<file path="src/hw/tmwc_pkg.sv">
/*
 holds the register map, field positions, reset values and mode decoding
 for the timer waveform controller.
 assumes a 32-bit apb master and byte-wide register payloads in the low bits.
*/
package tmwc_pkg;
   // register byte addresses
   localparam logic [7:0] ADDR_CTRL_A = 8'h00;
   localparam logic [7:0] ADDR_CTRL_B = 8'h04;
   localparam logic [7:0] ADDR_FORCE = 8'h08;
   localparam logic [7:0] ADDR_PIN_EN = 8'h0C;
   localparam logic [7:0] ADDR_CNT_L = 8'h10;
   localparam logic [7:0] ADDR_CNT_H = 8'h14;
   localparam logic [7:0] ADDR_CMPA_L = 8'h18;
   localparam logic [7:0] ADDR_CMPA_H = 8'h1C;
   localparam logic [7:0] ADDR_CMPB_L = 8'h20;
   localparam logic [7:0] ADDR_CMPB_H = 8'h24;
   localparam logic [7:0] ADDR_CAP_L = 8'h28;
   localparam logic [7:0] ADDR_CAP_H = 8'h2C;
   localparam logic [7:0] ADDR_STATUS = 8'h30;
   // field positions
   localparam int ACT_A_LSB = 6;
   localparam int ACT_B_LSB = 4;
   localparam int MODE_HI_LSB = 3;
   localparam int FORCE_A_BIT = 7;
   localparam int FORCE_B_BIT = 6;
   localparam int OVF_BIT = 0;
   // reset values
   localparam logic [7:0] CTRL_A_RST = 8'h00;
   localparam logic [1:0] CTRL_B_RST = 2'h0;
   localparam logic [7:0] PIN_EN_RST = 8'h00;
   localparam logic [15:0] WORD_RST = 16'h0000;
   // fixed top and bottom values, ctc mode codes
   localparam logic [15:0] TOP_MAX = 16'hFFFF;
   localparam logic [15:0] TOP_8 = 16'h00FF;
   localparam logic [15:0] TOP_9 = 16'h01FF;
   localparam logic [15:0] TOP_10 = 16'h03FF;
   localparam logic [15:0] BOTTOM = 16'h0000;
   localparam logic [3:0] MODE_CTC_CMPA = 4'h4;
   localparam logic [3:0] MODE_CTC_CAP = 4'hC;

   function automatic logic tmwc_is_fast(input logic [3:0] m);
      return (m == 4'h5) || (m == 4'h6) || (m == 4'h7) || (m == 4'hE) || (m == 4'hF);
   endfunction : tmwc_is_fast

   function automatic logic tmwc_is_pc(input logic [3:0] m);
      return (m == 4'h1) || (m == 4'h2) || (m == 4'h3) || (m == 4'h8) || (m == 4'h9)
         || (m == 4'hA) || (m == 4'hB);
   endfunction : tmwc_is_pc

   // normal, ctc and the unused code update compare values at once
   function automatic logic tmwc_is_pwm(input logic [3:0] m);
      return tmwc_is_fast(m) || tmwc_is_pc(m);
   endfunction : tmwc_is_pwm

   function automatic logic tmwc_upd_bottom(input logic [3:0] m);
      return (m == 4'h8) || (m == 4'h9);
   endfunction : tmwc_upd_bottom
endpackage : tmwc_pkg

</file>
<file path="src/hw/tmwc_top.sv">
/*
 timer waveform controller: counter, mode table, two compare channels with
 four pin enables each, forced compare strobes and apb register access.
 assumes i_timer_tick is a one-cycle enable from a prescaler on i_clk_sys and
 the data direction bits come from port logic on the same clock.
*/
// How it works
// - nonzero action field takes over pin
// - driver needs direction and pin enable
// - non-pwm codes: off, toggle, clear, set
// - pwm code 01 toggles only a, top bit
// - fast pwm: match and top set opposite
// - fast pwm compare equal top ignored for codes 10, 11
// - phase correct: up and down opposite
// - mode from low and high bits
// - fixed-top pwm modes one to three, five to seven
// - normal and ctc modes, overflow at max
// - phase correct modes eight to eleven
// - fast pwm fourteen, fifteen; thirteen reserved
// - force strobes only in non-pwm modes
// - force applies match with current settings
// - force never clears counter or interrupts
// - force strobe bits read zero
// - pin enables: b high, a low nibble
// - 16-bit access through shared temp byte
// - counter write blocks next match
// - control a bits 3:2 read zero
// - compare a buffered, loaded at update
module tmwc_top (
   // clock and reset
   input wire logic i_clk_sys,
   input wire logic i_rst_b,
   // apb slave
   input wire logic i_psel,
   input wire logic i_penable,
   input wire logic i_pwrite,
   input wire logic [31:0] i_paddr,
   input wire logic [31:0] i_pwdata,
   output logic [31:0] o_prdata,
   output logic o_pready,
   output logic o_pslverr,
   // timer clock enable and port direction bits
   input wire logic i_timer_tick,
   input wire logic [3:0] i_ddr_a,
   input wire logic [3:0] i_ddr_b,
   // compare output pins
   output logic [3:0] o_wave_out_a,
   output logic [3:0] o_wave_out_a_oe,
   output logic [3:0] o_wave_out_b,
   output logic [3:0] o_wave_out_b_oe,
   // state
   output logic o_overflow_flag
);
   import tmwc_pkg::*;

   ////////////////////////////////////////////////////////////////////////////
   logic [7:0] ctrl_a_q;
   logic [1:0] ctrl_b_q;
   logic [7:0] pin_en_q;
   logic [7:0] temp_q;
   logic [15:0] cnt_q;
   logic [15:0] cmpa_buf_q;
   logic [15:0] cmpa_act_q;
   logic [15:0] cmpb_buf_q;
   logic [15:0] cmpb_act_q;
   logic [15:0] cap_q;
   logic up_q;
   logic block_q;
   logic ovf_q;
   logic wave_a_q;
   logic wave_b_q;
   logic pready_q;
   logic [31:0] prdata_q;
   logic pslverr_q;
   logic [7:0] rd_d;
   logic mapped;
   logic [3:0] mode;
   logic fast;
   logic pc;
   logic pwm;
   logic [15:0] top;
   logic [1:0] act_a;
   logic [1:0] act_b;
   logic wr_ev;
   logic rd_ev;
   logic [7:0] addr;
   logic cnt_wr;
   logic force_a;
   logic force_b;
   logic at_top;
   logic at_bottom;
   logic upd_pt;
   logic match_a;
   logic match_b;
   logic top_ev;
   logic ovf_set;
   logic conn_a;
   logic conn_b;

   assign addr = i_paddr[7:0];
   assign act_a = ctrl_a_q[ACT_A_LSB +: 2];
   assign act_b = ctrl_a_q[ACT_B_LSB +: 2];
   assign mode = {ctrl_b_q, ctrl_a_q[1:0]};
   assign fast = tmwc_is_fast(mode);
   assign pc = tmwc_is_pc(mode);
   assign pwm = fast | pc;

   // top source per mode
   always_comb begin
      case (mode)
         4'h1, 4'h5: top = TOP_8;
         4'h2, 4'h6: top = TOP_9;
         4'h3, 4'h7: top = TOP_10;
         4'h4, 4'h9, 4'hB, 4'hF: top = cmpa_act_q;
         4'h8, 4'hA, 4'hC, 4'hE: top = cap_q;
         default: top = TOP_MAX;
      endcase
   end

   ////////////////////////////////////////////////////////////////////////////
   // apb: access phase lasts two cycles, pready from a flop
   assign wr_ev = i_psel & i_penable & pready_q & i_pwrite;
   assign rd_ev = i_psel & i_penable & pready_q & ~i_pwrite;
   assign o_pready = pready_q;
   assign o_prdata = prdata_q;
   assign o_pslverr = pslverr_q;

   always_comb begin
      rd_d = 8'h00;
      mapped = 1'b1;
      case (addr)
         ADDR_CTRL_A: rd_d = {ctrl_a_q[7:4], 2'b00, ctrl_a_q[1:0]};
         ADDR_CTRL_B: rd_d = {3'b000, ctrl_b_q, 3'b000};
         ADDR_FORCE: rd_d = 8'h00;
         ADDR_PIN_EN: rd_d = pin_en_q;
         ADDR_CNT_L: rd_d = cnt_q[7:0];
         ADDR_CMPA_L: rd_d = cmpa_buf_q[7:0];
         ADDR_CMPB_L: rd_d = cmpb_buf_q[7:0];
         ADDR_CAP_L: rd_d = cap_q[7:0];
         ADDR_CNT_H, ADDR_CMPA_H, ADDR_CMPB_H, ADDR_CAP_H: rd_d = temp_q;
         ADDR_STATUS: rd_d = {7'h00, ovf_q};
         default: mapped = 1'b0;
      endcase
   end

   always_ff @(posedge i_clk_sys or negedge i_rst_b) begin
      if (!i_rst_b) begin
         pready_q <= 1'b0;
         prdata_q <= 32'h0000_0000;
         pslverr_q <= 1'b0;
      end else if (i_psel && i_penable && !pready_q) begin
         pready_q <= 1'b1;
         prdata_q <= {24'h00_0000, rd_d};
         pslverr_q <= ~mapped;
      end else begin
         pready_q <= 1'b0;
         pslverr_q <= 1'b0;
      end
   end

   // shared high byte: high writes park here, low reads latch the high byte
   always_ff @(posedge i_clk_sys or negedge i_rst_b) begin
      if (!i_rst_b) begin
         temp_q <= 8'h00;
      end else if (wr_ev && (addr == ADDR_CNT_H || addr == ADDR_CMPA_H ||
                             addr == ADDR_CMPB_H || addr == ADDR_CAP_H)) begin
         temp_q <= i_pwdata[7:0];
      end else if (rd_ev) begin
         case (addr)
            ADDR_CNT_L: temp_q <= cnt_q[15:8];
            ADDR_CMPA_L: temp_q <= cmpa_buf_q[15:8];
            ADDR_CMPB_L: temp_q <= cmpb_buf_q[15:8];
            ADDR_CAP_L: temp_q <= cap_q[15:8];
            default: temp_q <= temp_q;
         endcase
      end
   end

   always_ff @(posedge i_clk_sys or negedge i_rst_b) begin
      if (!i_rst_b) begin
         ctrl_a_q <= CTRL_A_RST;
         ctrl_b_q <= CTRL_B_RST;
         pin_en_q <= PIN_EN_RST;
      end else if (wr_ev) begin
         if (addr == ADDR_CTRL_A) begin
            ctrl_a_q <= {i_pwdata[7:4], 2'b00, i_pwdata[1:0]};
         end
         if (addr == ADDR_CTRL_B) begin
            ctrl_b_q <= i_pwdata[MODE_HI_LSB +: 2];
         end
         if (addr == ADDR_PIN_EN) begin
            pin_en_q <= i_pwdata[7:0];
         end
      end
   end

   // strobes live for one cycle only and never reach a flop
   assign force_a = wr_ev && addr == ADDR_FORCE && i_pwdata[FORCE_A_BIT] && !pwm;
   assign force_b = wr_ev && addr == ADDR_FORCE && i_pwdata[FORCE_B_BIT] && !pwm;
   assign cnt_wr = wr_ev && addr == ADDR_CNT_L;

   ////////////////////////////////////////////////////////////////////////////
   // compare and capture storage
   always_ff @(posedge i_clk_sys or negedge i_rst_b) begin
      if (!i_rst_b) begin
         cmpa_buf_q <= WORD_RST;
         cmpb_buf_q <= WORD_RST;
         cap_q <= WORD_RST;
      end else if (wr_ev) begin
         if (addr == ADDR_CMPA_L) begin
            cmpa_buf_q <= {temp_q, i_pwdata[7:0]};
         end
         if (addr == ADDR_CMPB_L) begin
            cmpb_buf_q <= {temp_q, i_pwdata[7:0]};
         end
         if (addr == ADDR_CAP_L) begin
            cap_q <= {temp_q, i_pwdata[7:0]};
         end
      end
   end

   assign at_top = i_timer_tick && cnt_q == top;
   assign at_bottom = i_timer_tick && pc && !up_q && cnt_q == BOTTOM;
   assign upd_pt = tmwc_upd_bottom(mode) ? at_bottom : (at_top && (!pc || up_q));

   always_ff @(posedge i_clk_sys or negedge i_rst_b) begin
      if (!i_rst_b) begin
         cmpa_act_q <= WORD_RST;
         cmpb_act_q <= WORD_RST;
      end else if (!pwm || upd_pt) begin
         cmpa_act_q <= cmpa_buf_q;
         cmpb_act_q <= cmpb_buf_q;
      end
   end

   ////////////////////////////////////////////////////////////////////////////
   // counter: software write wins over the tick and arms the match blocker
   always_ff @(posedge i_clk_sys or negedge i_rst_b) begin
      if (!i_rst_b) begin
         cnt_q <= WORD_RST;
         up_q <= 1'b1;
      end else if (cnt_wr) begin
         cnt_q <= {temp_q, i_pwdata[7:0]};
      end else if (i_timer_tick) begin
         if (pc) begin
            if (up_q && cnt_q >= top) begin
               up_q <= 1'b0;
               cnt_q <= cnt_q - 16'h0001;
            end else if (!up_q && cnt_q == BOTTOM) begin
               up_q <= 1'b1;
               cnt_q <= cnt_q + 16'h0001;
            end else begin
               cnt_q <= up_q ? cnt_q + 16'h0001 : cnt_q - 16'h0001;
            end
         end else begin
            up_q <= 1'b1;
            cnt_q <= (cnt_q == top) ? BOTTOM : cnt_q + 16'h0001;
         end
      end
   end

   always_ff @(posedge i_clk_sys or negedge i_rst_b) begin
      if (!i_rst_b) begin
         block_q <= 1'b0;
      end else if (cnt_wr) begin
         block_q <= 1'b1;
      end else if (i_timer_tick) begin
         block_q <= 1'b0;
      end
   end

   // overflow flag: set beats a software clear in the same cycle
   assign ovf_set = pc ? at_bottom : fast ? at_top : (i_timer_tick && cnt_q == TOP_MAX);
   always_ff @(posedge i_clk_sys or negedge i_rst_b) begin
      if (!i_rst_b) begin
         ovf_q <= 1'b0;
      end else if (ovf_set && !cnt_wr) begin
         ovf_q <= 1'b1;
      end else if (wr_ev && addr == ADDR_STATUS && i_pwdata[OVF_BIT]) begin
         ovf_q <= 1'b0;
      end
   end
   assign o_overflow_flag = ovf_q;

   ////////////////////////////////////////////////////////////////////////////
   // waveform units
   assign top_ev = fast && at_top && !cnt_wr;
   assign match_a = (i_timer_tick && !block_q && !cnt_wr && cnt_q == cmpa_act_q
                     && !(fast && cmpa_act_q == top && act_a[1])) || force_a;
   assign match_b = (i_timer_tick && !block_q && !cnt_wr && cnt_q == cmpb_act_q
                     && !(fast && cmpb_act_q == top && act_b[1])) || force_b;

   function automatic logic wave_next(input logic cur, input logic [1:0] act,
                                      input logic mt, input logic tp, input logic is_a);
      logic v;
      v = cur;
      if (!pwm) begin
         if (mt) begin
            v = (act == 2'b01) ? ~cur : (act[1] ? act[0] : cur);
         end
      end else if (act == 2'b01) begin
         if (mt && mode[3] && is_a) begin
            v = ~cur;
         end
      end else if (act[1]) begin
         if (fast) begin
            if (mt) begin
               v = act[0];
            end
            if (tp) begin
               v = ~act[0];
            end
         end else if (mt) begin
            v = up_q ? act[0] : ~act[0];
         end
      end
      return v;
   endfunction : wave_next

   always_ff @(posedge i_clk_sys or negedge i_rst_b) begin
      if (!i_rst_b) begin
         wave_a_q <= 1'b0;
         wave_b_q <= 1'b0;
      end else begin
         wave_a_q <= wave_next(wave_a_q, act_a, match_a, top_ev, 1'b1);
         wave_b_q <= wave_next(wave_b_q, act_b, match_b, top_ev, 1'b0);
      end
   end

   // pins: action field takes the pin, driver needs direction and enable
   assign o_wave_out_a = {4{wave_a_q}};
   assign o_wave_out_b = {4{wave_b_q}};
   // pwm code 01 reaches a pin only on channel a with the top mode bit set
   assign conn_a = (act_a != 2'b00) && !(pwm && act_a == 2'b01 && !mode[3]);
   assign conn_b = (act_b != 2'b00) && !(pwm && act_b == 2'b01);
   assign o_wave_out_a_oe = i_ddr_a & pin_en_q[3:0] & {4{conn_a}};
   assign o_wave_out_b_oe = i_ddr_b & pin_en_q[7:4] & {4{conn_b}};

   ////////////////////////////////////////////////////////////////////////////
   a_pin_drive_gate: assert property (@(posedge i_clk_sys) disable iff (!i_rst_b)
      (o_wave_out_a_oe != 4'h0) |-> (act_a != 2'b00) && ((i_ddr_a & pin_en_q[3:0]) != 4'h0))
      else $error("channel a driver on without enables");
   a_ctrl_rsvd_zero: assert property (@(posedge i_clk_sys) disable iff (!i_rst_b)
      ctrl_a_q[3:2] == 2'b00)
      else $error("reserved control bits not zero");
   a_force_read_zero: assert property (@(posedge i_clk_sys) disable iff (!i_rst_b)
      rd_ev && addr == ADDR_FORCE |-> o_prdata == 32'h0000_0000)
      else $error("force register read nonzero");
   a_cnt_write_block: assert property (@(posedge i_clk_sys) disable iff (!i_rst_b)
      cnt_wr ##1 !i_timer_tick ##1 (i_timer_tick && !cnt_wr && !force_a) |-> !match_a)
      else $error("match not blocked after counter write");
   a_ovf_normal_max: assert property (@(posedge i_clk_sys) disable iff (!i_rst_b)
      mode == 4'h0 && i_timer_tick && cnt_q == TOP_MAX && !cnt_wr |=> ovf_q && cnt_q == BOTTOM)
      else $error("normal mode overflow wrong");
   a_fast_top_set: assert property (@(posedge i_clk_sys) disable iff (!i_rst_b)
      fast && act_a == 2'b10 && top_ev |=> wave_a_q && cnt_q == BOTTOM)
      else $error("fast pwm top did not set output");
   a_force_no_clear: assert property (@(posedge i_clk_sys) disable iff (!i_rst_b)
      mode == MODE_CTC_CMPA && force_a && !i_timer_tick && !cnt_wr |=> cnt_q == $past(cnt_q))
      else $error("forced compare moved counter");
   a_pc_up_clear: assert property (@(posedge i_clk_sys) disable iff (!i_rst_b)
      pc && up_q && act_a == 2'b10 && match_a |=> !wave_a_q)
      else $error("phase correct up match did not clear");
   a_force_toggle: assert property (@(posedge i_clk_sys) disable iff (!i_rst_b)
      force_a && act_a == 2'b01 && !i_timer_tick |=> wave_a_q != $past(wave_a_q))
      else $error("forced compare did not toggle");
   a_cmpa_buffered: assert property (@(posedge i_clk_sys) disable iff (!i_rst_b)
      pwm && !upd_pt |=> cmpa_act_q == $past(cmpa_act_q))
      else $error("active compare changed outside update point");
endmodule : tmwc_top

</file>
<file path="config.mk">
export PLATFORM = sky130hd
export DESIGN_NAME = tmwc_top
export DESIGN_NICKNAME = d
export VERILOG_FILES = /design/src/hw/tmwc_pkg.sv /design/src/hw/tmwc_top.sv
export SDC_FILE = /design/constraint.sdc
export NUM_CORES = 1
export LEC_CHECK = 0
export BUFFER_PORTS_ARGS = -buffer_cell sky130_fd_sc_hd__buf_2
export CAP_MARGIN = 20
export CORE_ASPECT_RATIO = 0.8
export CORE_MARGIN = 3
export CORE_UTILIZATION = 62
export CTS_BUF_LIST = sky130_fd_sc_hd__clkbuf_8
export DETAILED_ROUTE_END_ITERATION = 10
export PLACE_DENSITY_LB_ADDON = 0.08
export SLEW_MARGIN = 20
export SYNTH_ARGS = -nofsm -noshare
export SYNTH_HDL_FRONTEND = slang
export SYNTH_SLANG_ARGS = --single-unit
</file>
<file path="constraint.sdc">
create_clock -name i_clk_sys -period 7.6 [get_ports i_clk_sys]
set_input_delay 0.76 -clock i_clk_sys [delete_from_list [all_inputs] [get_ports i_clk_sys]]
set_output_delay 0.76 -clock i_clk_sys [all_outputs]
set_load 0.03 [all_outputs]
</file>
== After elaboration in Yosys (flattened, before gate mapping) ==
Index checks and enable logic that the tools add are counted.

* Bits in registers: 135
* Bits in latches: 0
* RAM bits: 0
* Memory bits (read-only): 0
* Bits of input ports: 78
* Output and inout bits: 51
* Logic and storage cells: 224
* Memories: 0

* $add $sub $neg: 2
* Multipliers: 0
* Divide/modulo/power cells: 0
* $lt $le $gt $ge: 1
* Equal/unequal tests: 41
* Shift-type cells: 0
* Mux-type cells: 48
* Bitwise logic cells: 16
* Reductions and logical operators: 98

{| class="wikitable"
|+ Operators by type and width
! kind !! count
|-
| two-way mux 16 bit || 7
|-
| equality test 16 bit || 5
|-
| case mux 16 bit (5 select lines) || 1
|-
| case mux 8 bit (9 select lines) || 1
|-
| equality test 8 x 6 -> 1 bit (second input constant) || 5
|-
| logical AND 1 bit || 38
|-
| two-way mux 1 bit || 36
|-
| equality test 8 x 5 -> 1 bit (second input constant) || 4
|-
| case mux 8 bit (4 select lines) || 1
|-
| equality test 4 bit (second input constant) || 7
|-
| logical OR 1 bit || 18
|-
| adder 16 x 1 -> 16 bit (second input constant) || 1
|-
| bitwise AND 4 bit || 4
|-
| equality test 16 bit (second input constant) || 1
|-
| equality test 4 x 3 -> 1 bit (second input constant) || 4
|-
| equality test 8 x 4 -> 1 bit (second input constant) || 2
|-
| >= comparator 16 bit || 1
|-
| logical NOT 16 bit || 1
|-
| two-way mux 8 bit || 2
|-
| subtractor 16 x 1 -> 16 bit (second input constant) || 1
|-
| AND reduction 2 bit || 7
|-
| nonzero test 2 bit || 7
|-
| OR reduction 13 bit || 1
|-
| != test 3 x 2 -> 1 bit (second input constant) || 4
|-
| 17 further kinds || 47
|}

== Logic depth before layout (Yosys ltp) ==
* Word-level depth: 17
* Mapped depth: 17
* Depth with buffers taken out: 14

== Worst setup path before layout ==
No wires, ideal clock.

* Kind: register to register
* From: register ctrl_a_q[0]
* To: register wave_a_q
* Library setup time: 87 ps
* Data arrival time: 3,550 ps
* Data required time: 7,513 ps
* Slack: 3,963 ps
* Stages on the path, launching flop included: 15
* Path buffers: 1
* Cells stage by stage: dfrtp_1 > buf_2 > or4_1 > and2_1 > and3_1 > ha_1 > and3_1 > nand2_1 > nor4_4 > nand2_1 > or3_1 > a21oi_2 > o22ai_1 > a22o_1 > a22oi_1

* Word-level cells in the longest chain between the ends: 14

{| class="wikitable"
|+ RTL lines
! what !! RTL line !! text
|-
| start: declaration || tmwc_top.sv:57 || <nowiki>logic [7:0] ctrl_a_q;</nowiki>
|-
| start signal: assignment || tmwc_top.sv:186 || <nowiki>ctrl_a_q <= {i_pwdata[7:4], 2'b00, i_pwdata[1:0]};</nowiki>
|-
| parallel branches: the longest is 14 deep, another holds case mux 16 bit (5 select lines) || n/a ||
|-
| end signal: assignment || tmwc_top.sv:325 || <nowiki>wave_a_q <= wave_next(wave_a_q, act_a, match_a, top_ev, 1'b1);</nowiki>
|-
| end: declaration || tmwc_top.sv:70 || <nowiki>logic wave_a_q;</nowiki>
|}

Parallel ways; which one is timed is not known. The select of a mux whose other input is x is not followed.
A chain may end at the register's enable or synchronous reset.

== Worst setup path in the final report ==
* From: register ctrl_b_q[1]
* To: register cnt_q[5]

* Word-level cells in the longest chain between the ends: 10

{| class="wikitable"
|+ RTL lines
! what !! RTL line !! text
|-
| start: declaration || tmwc_top.sv:58 || <nowiki>logic [1:0] ctrl_b_q;</nowiki>
|-
| start signal: assignment || tmwc_top.sv:189 || <nowiki>ctrl_b_q <= i_pwdata[MODE_HI_LSB +: 2];</nowiki>
|-
| parallel branches: the longest is 7 deep, another holds >= comparator 16 bit || n/a ||
|-
| two-way mux 16 bit (*) || tmwc_top.sv:245 || <nowiki>if (pc) begin</nowiki>
|-
| two-way mux 16 bit (*) || tmwc_top.sv:244 || <nowiki>end else if (i_timer_tick) begin</nowiki>
|-
| two-way mux 16 bit (*) || tmwc_top.sv:242 || <nowiki>end else if (cnt_wr) begin</nowiki>
|-
| end signal: assignment || tmwc_top.sv:243 || <nowiki>cnt_q <= {temp_q, i_pwdata[7:0]};</nowiki>
|-
| end signal: assignment || tmwc_top.sv:248 || <nowiki>cnt_q <= cnt_q - 16'h0001;</nowiki>
|-
| end signal: assignment || tmwc_top.sv:251 || <nowiki>cnt_q <= cnt_q + 16'h0001;</nowiki>
|-
| end: declaration || tmwc_top.sv:61 || <nowiki>logic [15:0] cnt_q;</nowiki>
|}

Mark *: on every way between the ends. The select of a mux whose other input is x is not followed.

==> impl_summary.txt <==
----------------------------------------------------
[Routing]
  Detailed Routing Iterations Pass 1 ... 7
  Remaining antenna violation count after routing ... 0
  Sum of routed wire segments on met1 ... 12900 um
  Met3 routed wirelength ... 3780 um
  Via-to-Cell Ratio ... 6.93
  Via count ... 8314
  Routed length per instance ... 25.4 um
  Number of DRC violations after detailed-routing iteration 0 ... roughly 900
  Post-Route WL ... a little over 30000 um
  Detailed-routed wire length on met2 ... 12700 um
  Top sig layer ... met4
  DRC violations left ... 0

[Critical path]
  Required time of the critical path ... 7.94 ns
  Path length in cells of the critical path ... 14
  Buf/Inv on CP ... 1
  Cell occurring most often along the worst timing path ... and3_1
  Capturing point of the worst reg2reg path ... cnt_q[5]
  Type of origin of the critical path ... flop
  Worst setup path category ... flop to flop
  Worst-path fanout max ... 34
  Worst Path Arrival ... around 5.2 ns
  R2R Path Start ... ctrl_b_q[1]
  Highest cell delay on the worst timing path ... approximately 0.6 ns
  Worst-path cell with the longest stage delay ... dfrtp_1
  Cell type group with the largest total delay on the critical path ... simple AND/OR/NAND/NOR gates
  Capture point of the worst path ... cnt_q[5]
  Endpoint kind of the worst setup timing path ... flop
  Worst setup startpoint ... ctrl_b_q[1]
  Internal reg-to-reg setup slack ... ~2.7 ns
  Cell chain of the critical path ... buf_4 > nor2b_1 > a22oi_1 > and3_1 > ha_1 > and3_1 > nand2_1 > nor4_4 > a2111oi_2 > a31oi_2 > nand2_1 > and3_1 > a221oi_1 > o2bb2ai_1
  Number of cells on the worst reg-to-reg path ... 14

[Clock network]
  Number of buffers added by the clock tree synthesis step ... 17
  Clock tree from TritonCTS ... done
  Number of buffers inserted by post-CTS setup repair ... 0
  Hold-fix buffer count after cts ... 0
  Clock Sinks ... 135
  Post_cts resized ... 0
  H-Tree Level Count ... 4
  Clock latency on the worst-skew pair ... 0.46 ns
  Buffers from clock root to sink, at most ... 2
  Buffer type at the clock tree root ... clkbuf_8
  Clk slew on worst S/H paths ... approximately 0.10 ns

[Final layout]
  Number of fillers in the final layout ... 1187
  Net count reported at finish ... 1098
  Post-layout instance count excluding filler cells ... 1199
  Share of post-route cells with drive strength above 1 ... 20.0%
  Diode insertion count for antenna repair ... 0
  Area growth from synthesis to final layout ... 6.52%

[STA]
  Min Clock Period, post-route ... 4.89 ns
  Worst-Margin Slew ... 1.06 ns
  Number of pins exceeding their max-slew limit in the final report ... 0
  Final period utilization ... 64.3%
  Maximum clock rate ... ~200 MHz
  Worst-case clock skew ... 0.0161 ns
  Final Hold Vio Count ... 0
  Setup repair after global routing missed its margin ... no
  Final setup fails ... 0
  TNS Setup ... 0 ns
  Max-slew headroom at the worst pin ... 28.6%

[Logic synthesis]
  Mean post-synth cell area ... 9.27 um^2
  Number of synthesized flops with an enable pin ... 0
  Top FF cell, synth ... dfrtp_1
  Unique masters post-synth ... 82
  Gate Count Post-Synth ... 986
  Sequential element share of the synthesized area ... 37.0%
  Mapped Area ... 0.00914 mm^2
  Post-synthesis async set-or-reset flop share ... 100%
  Seq cells post-synth ... ~140
  Warnings, synthesis ... 0

[Floorplan]
  Height of the chip ... 115 um
  Placeable core region ... around 0.014 mm^2
  Starting density of the core ... a little under two thirds
  Chip Width ... 142 um
  Top Ports ... 129
  Standard-cell row count ... 39
  Die Outline Area ... 0.0162 mm^2

[Power]
  Peak VDD IR ... 0.192 mV
  Power Dens Cells ... 200 mW/mm^2
  Leak pwr ... 0.00455 uW

[Place]
  Placed Cells ... roughly 1200
  Detailed placement HPWL ... 21800 um
  Final weighted congestion in routability-driven placement ... 1.03
  Count of buffers inserted at the top-level ports ... 56

[Status]
  Run status ... finished, final reports clean

[Global routing]
  Largest net degree at the start of global routing ... 76
  Global routing usage summed across all routing layers ... 38.2%
  Global-route wire length before repair ... between 40000 and 50000 um
  Grt ovf ... 0
  Initial antenna violation count ... 0
  Via count of the first global-routing pass ... 7666

[Worst hold path]
  Type of the worst min-delay path ... input pin to asynchronous set/reset pin

[Run]
  Number of violations of the max-capacitance limit ... 0

----------------------------------------------------
cell type report:
cell class | count | area (um^2) | share of cell area (%)
multi-input combinational | 747 | 5190 | 53.4
sequential | 135 | 3380 | 34.7
timing repair buffer | 69 | 384 | 3.95
clock buffer | 17 | 234 | 2.40
tap | 184 | 230 | 2.37
clock inverter | 15 | 189 | 1.94
inverter | 32 | 120 | 1.23
cells in the mapped netlist, drive strengths merged (22+ instances only):
library cell,instances,area [um^2]
a21oi,52,264
inv,32,120
dfrtp,134,3350
buf,57,394
clkbuf,38,143
nand3,28,140
mux2,84,950
o21ai,58,294
nand2,84,315
nor4,22,168
xor2,43,377
nor2,51,191
sequential cells by signal, summed over array words and instances (netlist names), 6 cells and up:
register / count
cap_q: 16
cmpa_act_q: 16
cmpa_buf_q: 16
cmpb_act_q: 16
cmpb_buf_q: 16
cnt_q: 16
ctrl_a_q: 6
o_prdata: 8
pin_en_q: 8
temp_q: 8
how the worst min path moves through the flow:
stage                     cells after the start            end  slack, ns          start
after floorplan                               0        block_q       0.46        i_rst_b
after global placement                        2  cmpa_act_q[3]       0.48  cmpa_buf_q[3]
after detailed placement                      2  cmpa_act_q[3]       0.49  cmpa_buf_q[3]
after CTS                                     1        block_q       0.28        i_rst_b
after global routing                          1        block_q       0.30        i_rst_b
final                                         1        block_q       0.26        i_rst_b
cells by family after synthesis:
logic type               count (synthesis)  share of synthesized area (%)
buffers and inverters                  127                           7.19
multiplexers                            88                           10.8
XOR/XNOR                                54                           5.18
AND/OR/NAND/NOR                        300                           17.3
flip-flops                             135                           37.0
AO/OA/AOI/OAI                          263                           20.0
other                                    1                         0.0410
adder cells (fa/ha/maj)                 18                           2.47
worst register-to-register path: stages (launching register included):
cell and delay, ns:
dfrtp_1 0.59, buf_4 0.40, nor2b_1 0.53, a22oi_1 0.16
and3_1 0.27, ha_1 0.28, and3_1 0.18, nand2_1 0.12
nor4_4 0.45, a2111oi_2 0.13, a31oi_2 0.38, nand2_1 0.45
and3_1 0.45, a221oi_1 0.28, o2bb2ai_1 0.12
cells in the final DEF (no fill, tap or decap), drive strengths merged, types with 17 or more instances in the layout:
master and count:
xor2 43, ha 18, clkbuf 17, buf 69, nor4 22, inv 39, nor2 51, a22oi 19
dfrtp 134, mux2 84, nor3 18, a21oi 52, o21ai 58, nand2 84, nand3 28, conb 24
metrics by stage:
step                power (uW)  cell area [um^2]  utilization, %  hold slack (ns)  worst slack [ns]
floorplan                 1170              9220               -            0.464              3.96
global placement          1280              9310            64.9            0.482              2.79
detailed placement        1280              9310            64.9            0.486              2.84
CTS                       1930              9730            67.8            0.283              2.82
global route              2030              9730            67.8            0.301              2.43
finish                    1940              9730            67.8            0.265              2.71
report_power, final:
part	switching (uW)	internal (uW)	total, uW
registers	142	759	901
logic	223	160	383
clock network	327	333	660
per-layer routing:
| metal | global-route usage (%) | vias up |
|---|---|---|
| met5 | 0 | - |
| met4 | 13.0 | 0 |
| met3 | 11.2 | 74 |
| met2 | 53.7 | 504 |
| met1 | 56.4 | 4084 |
| li1 | - | 3652 |
No activity file was read; power rests on OpenSTA's default activity.
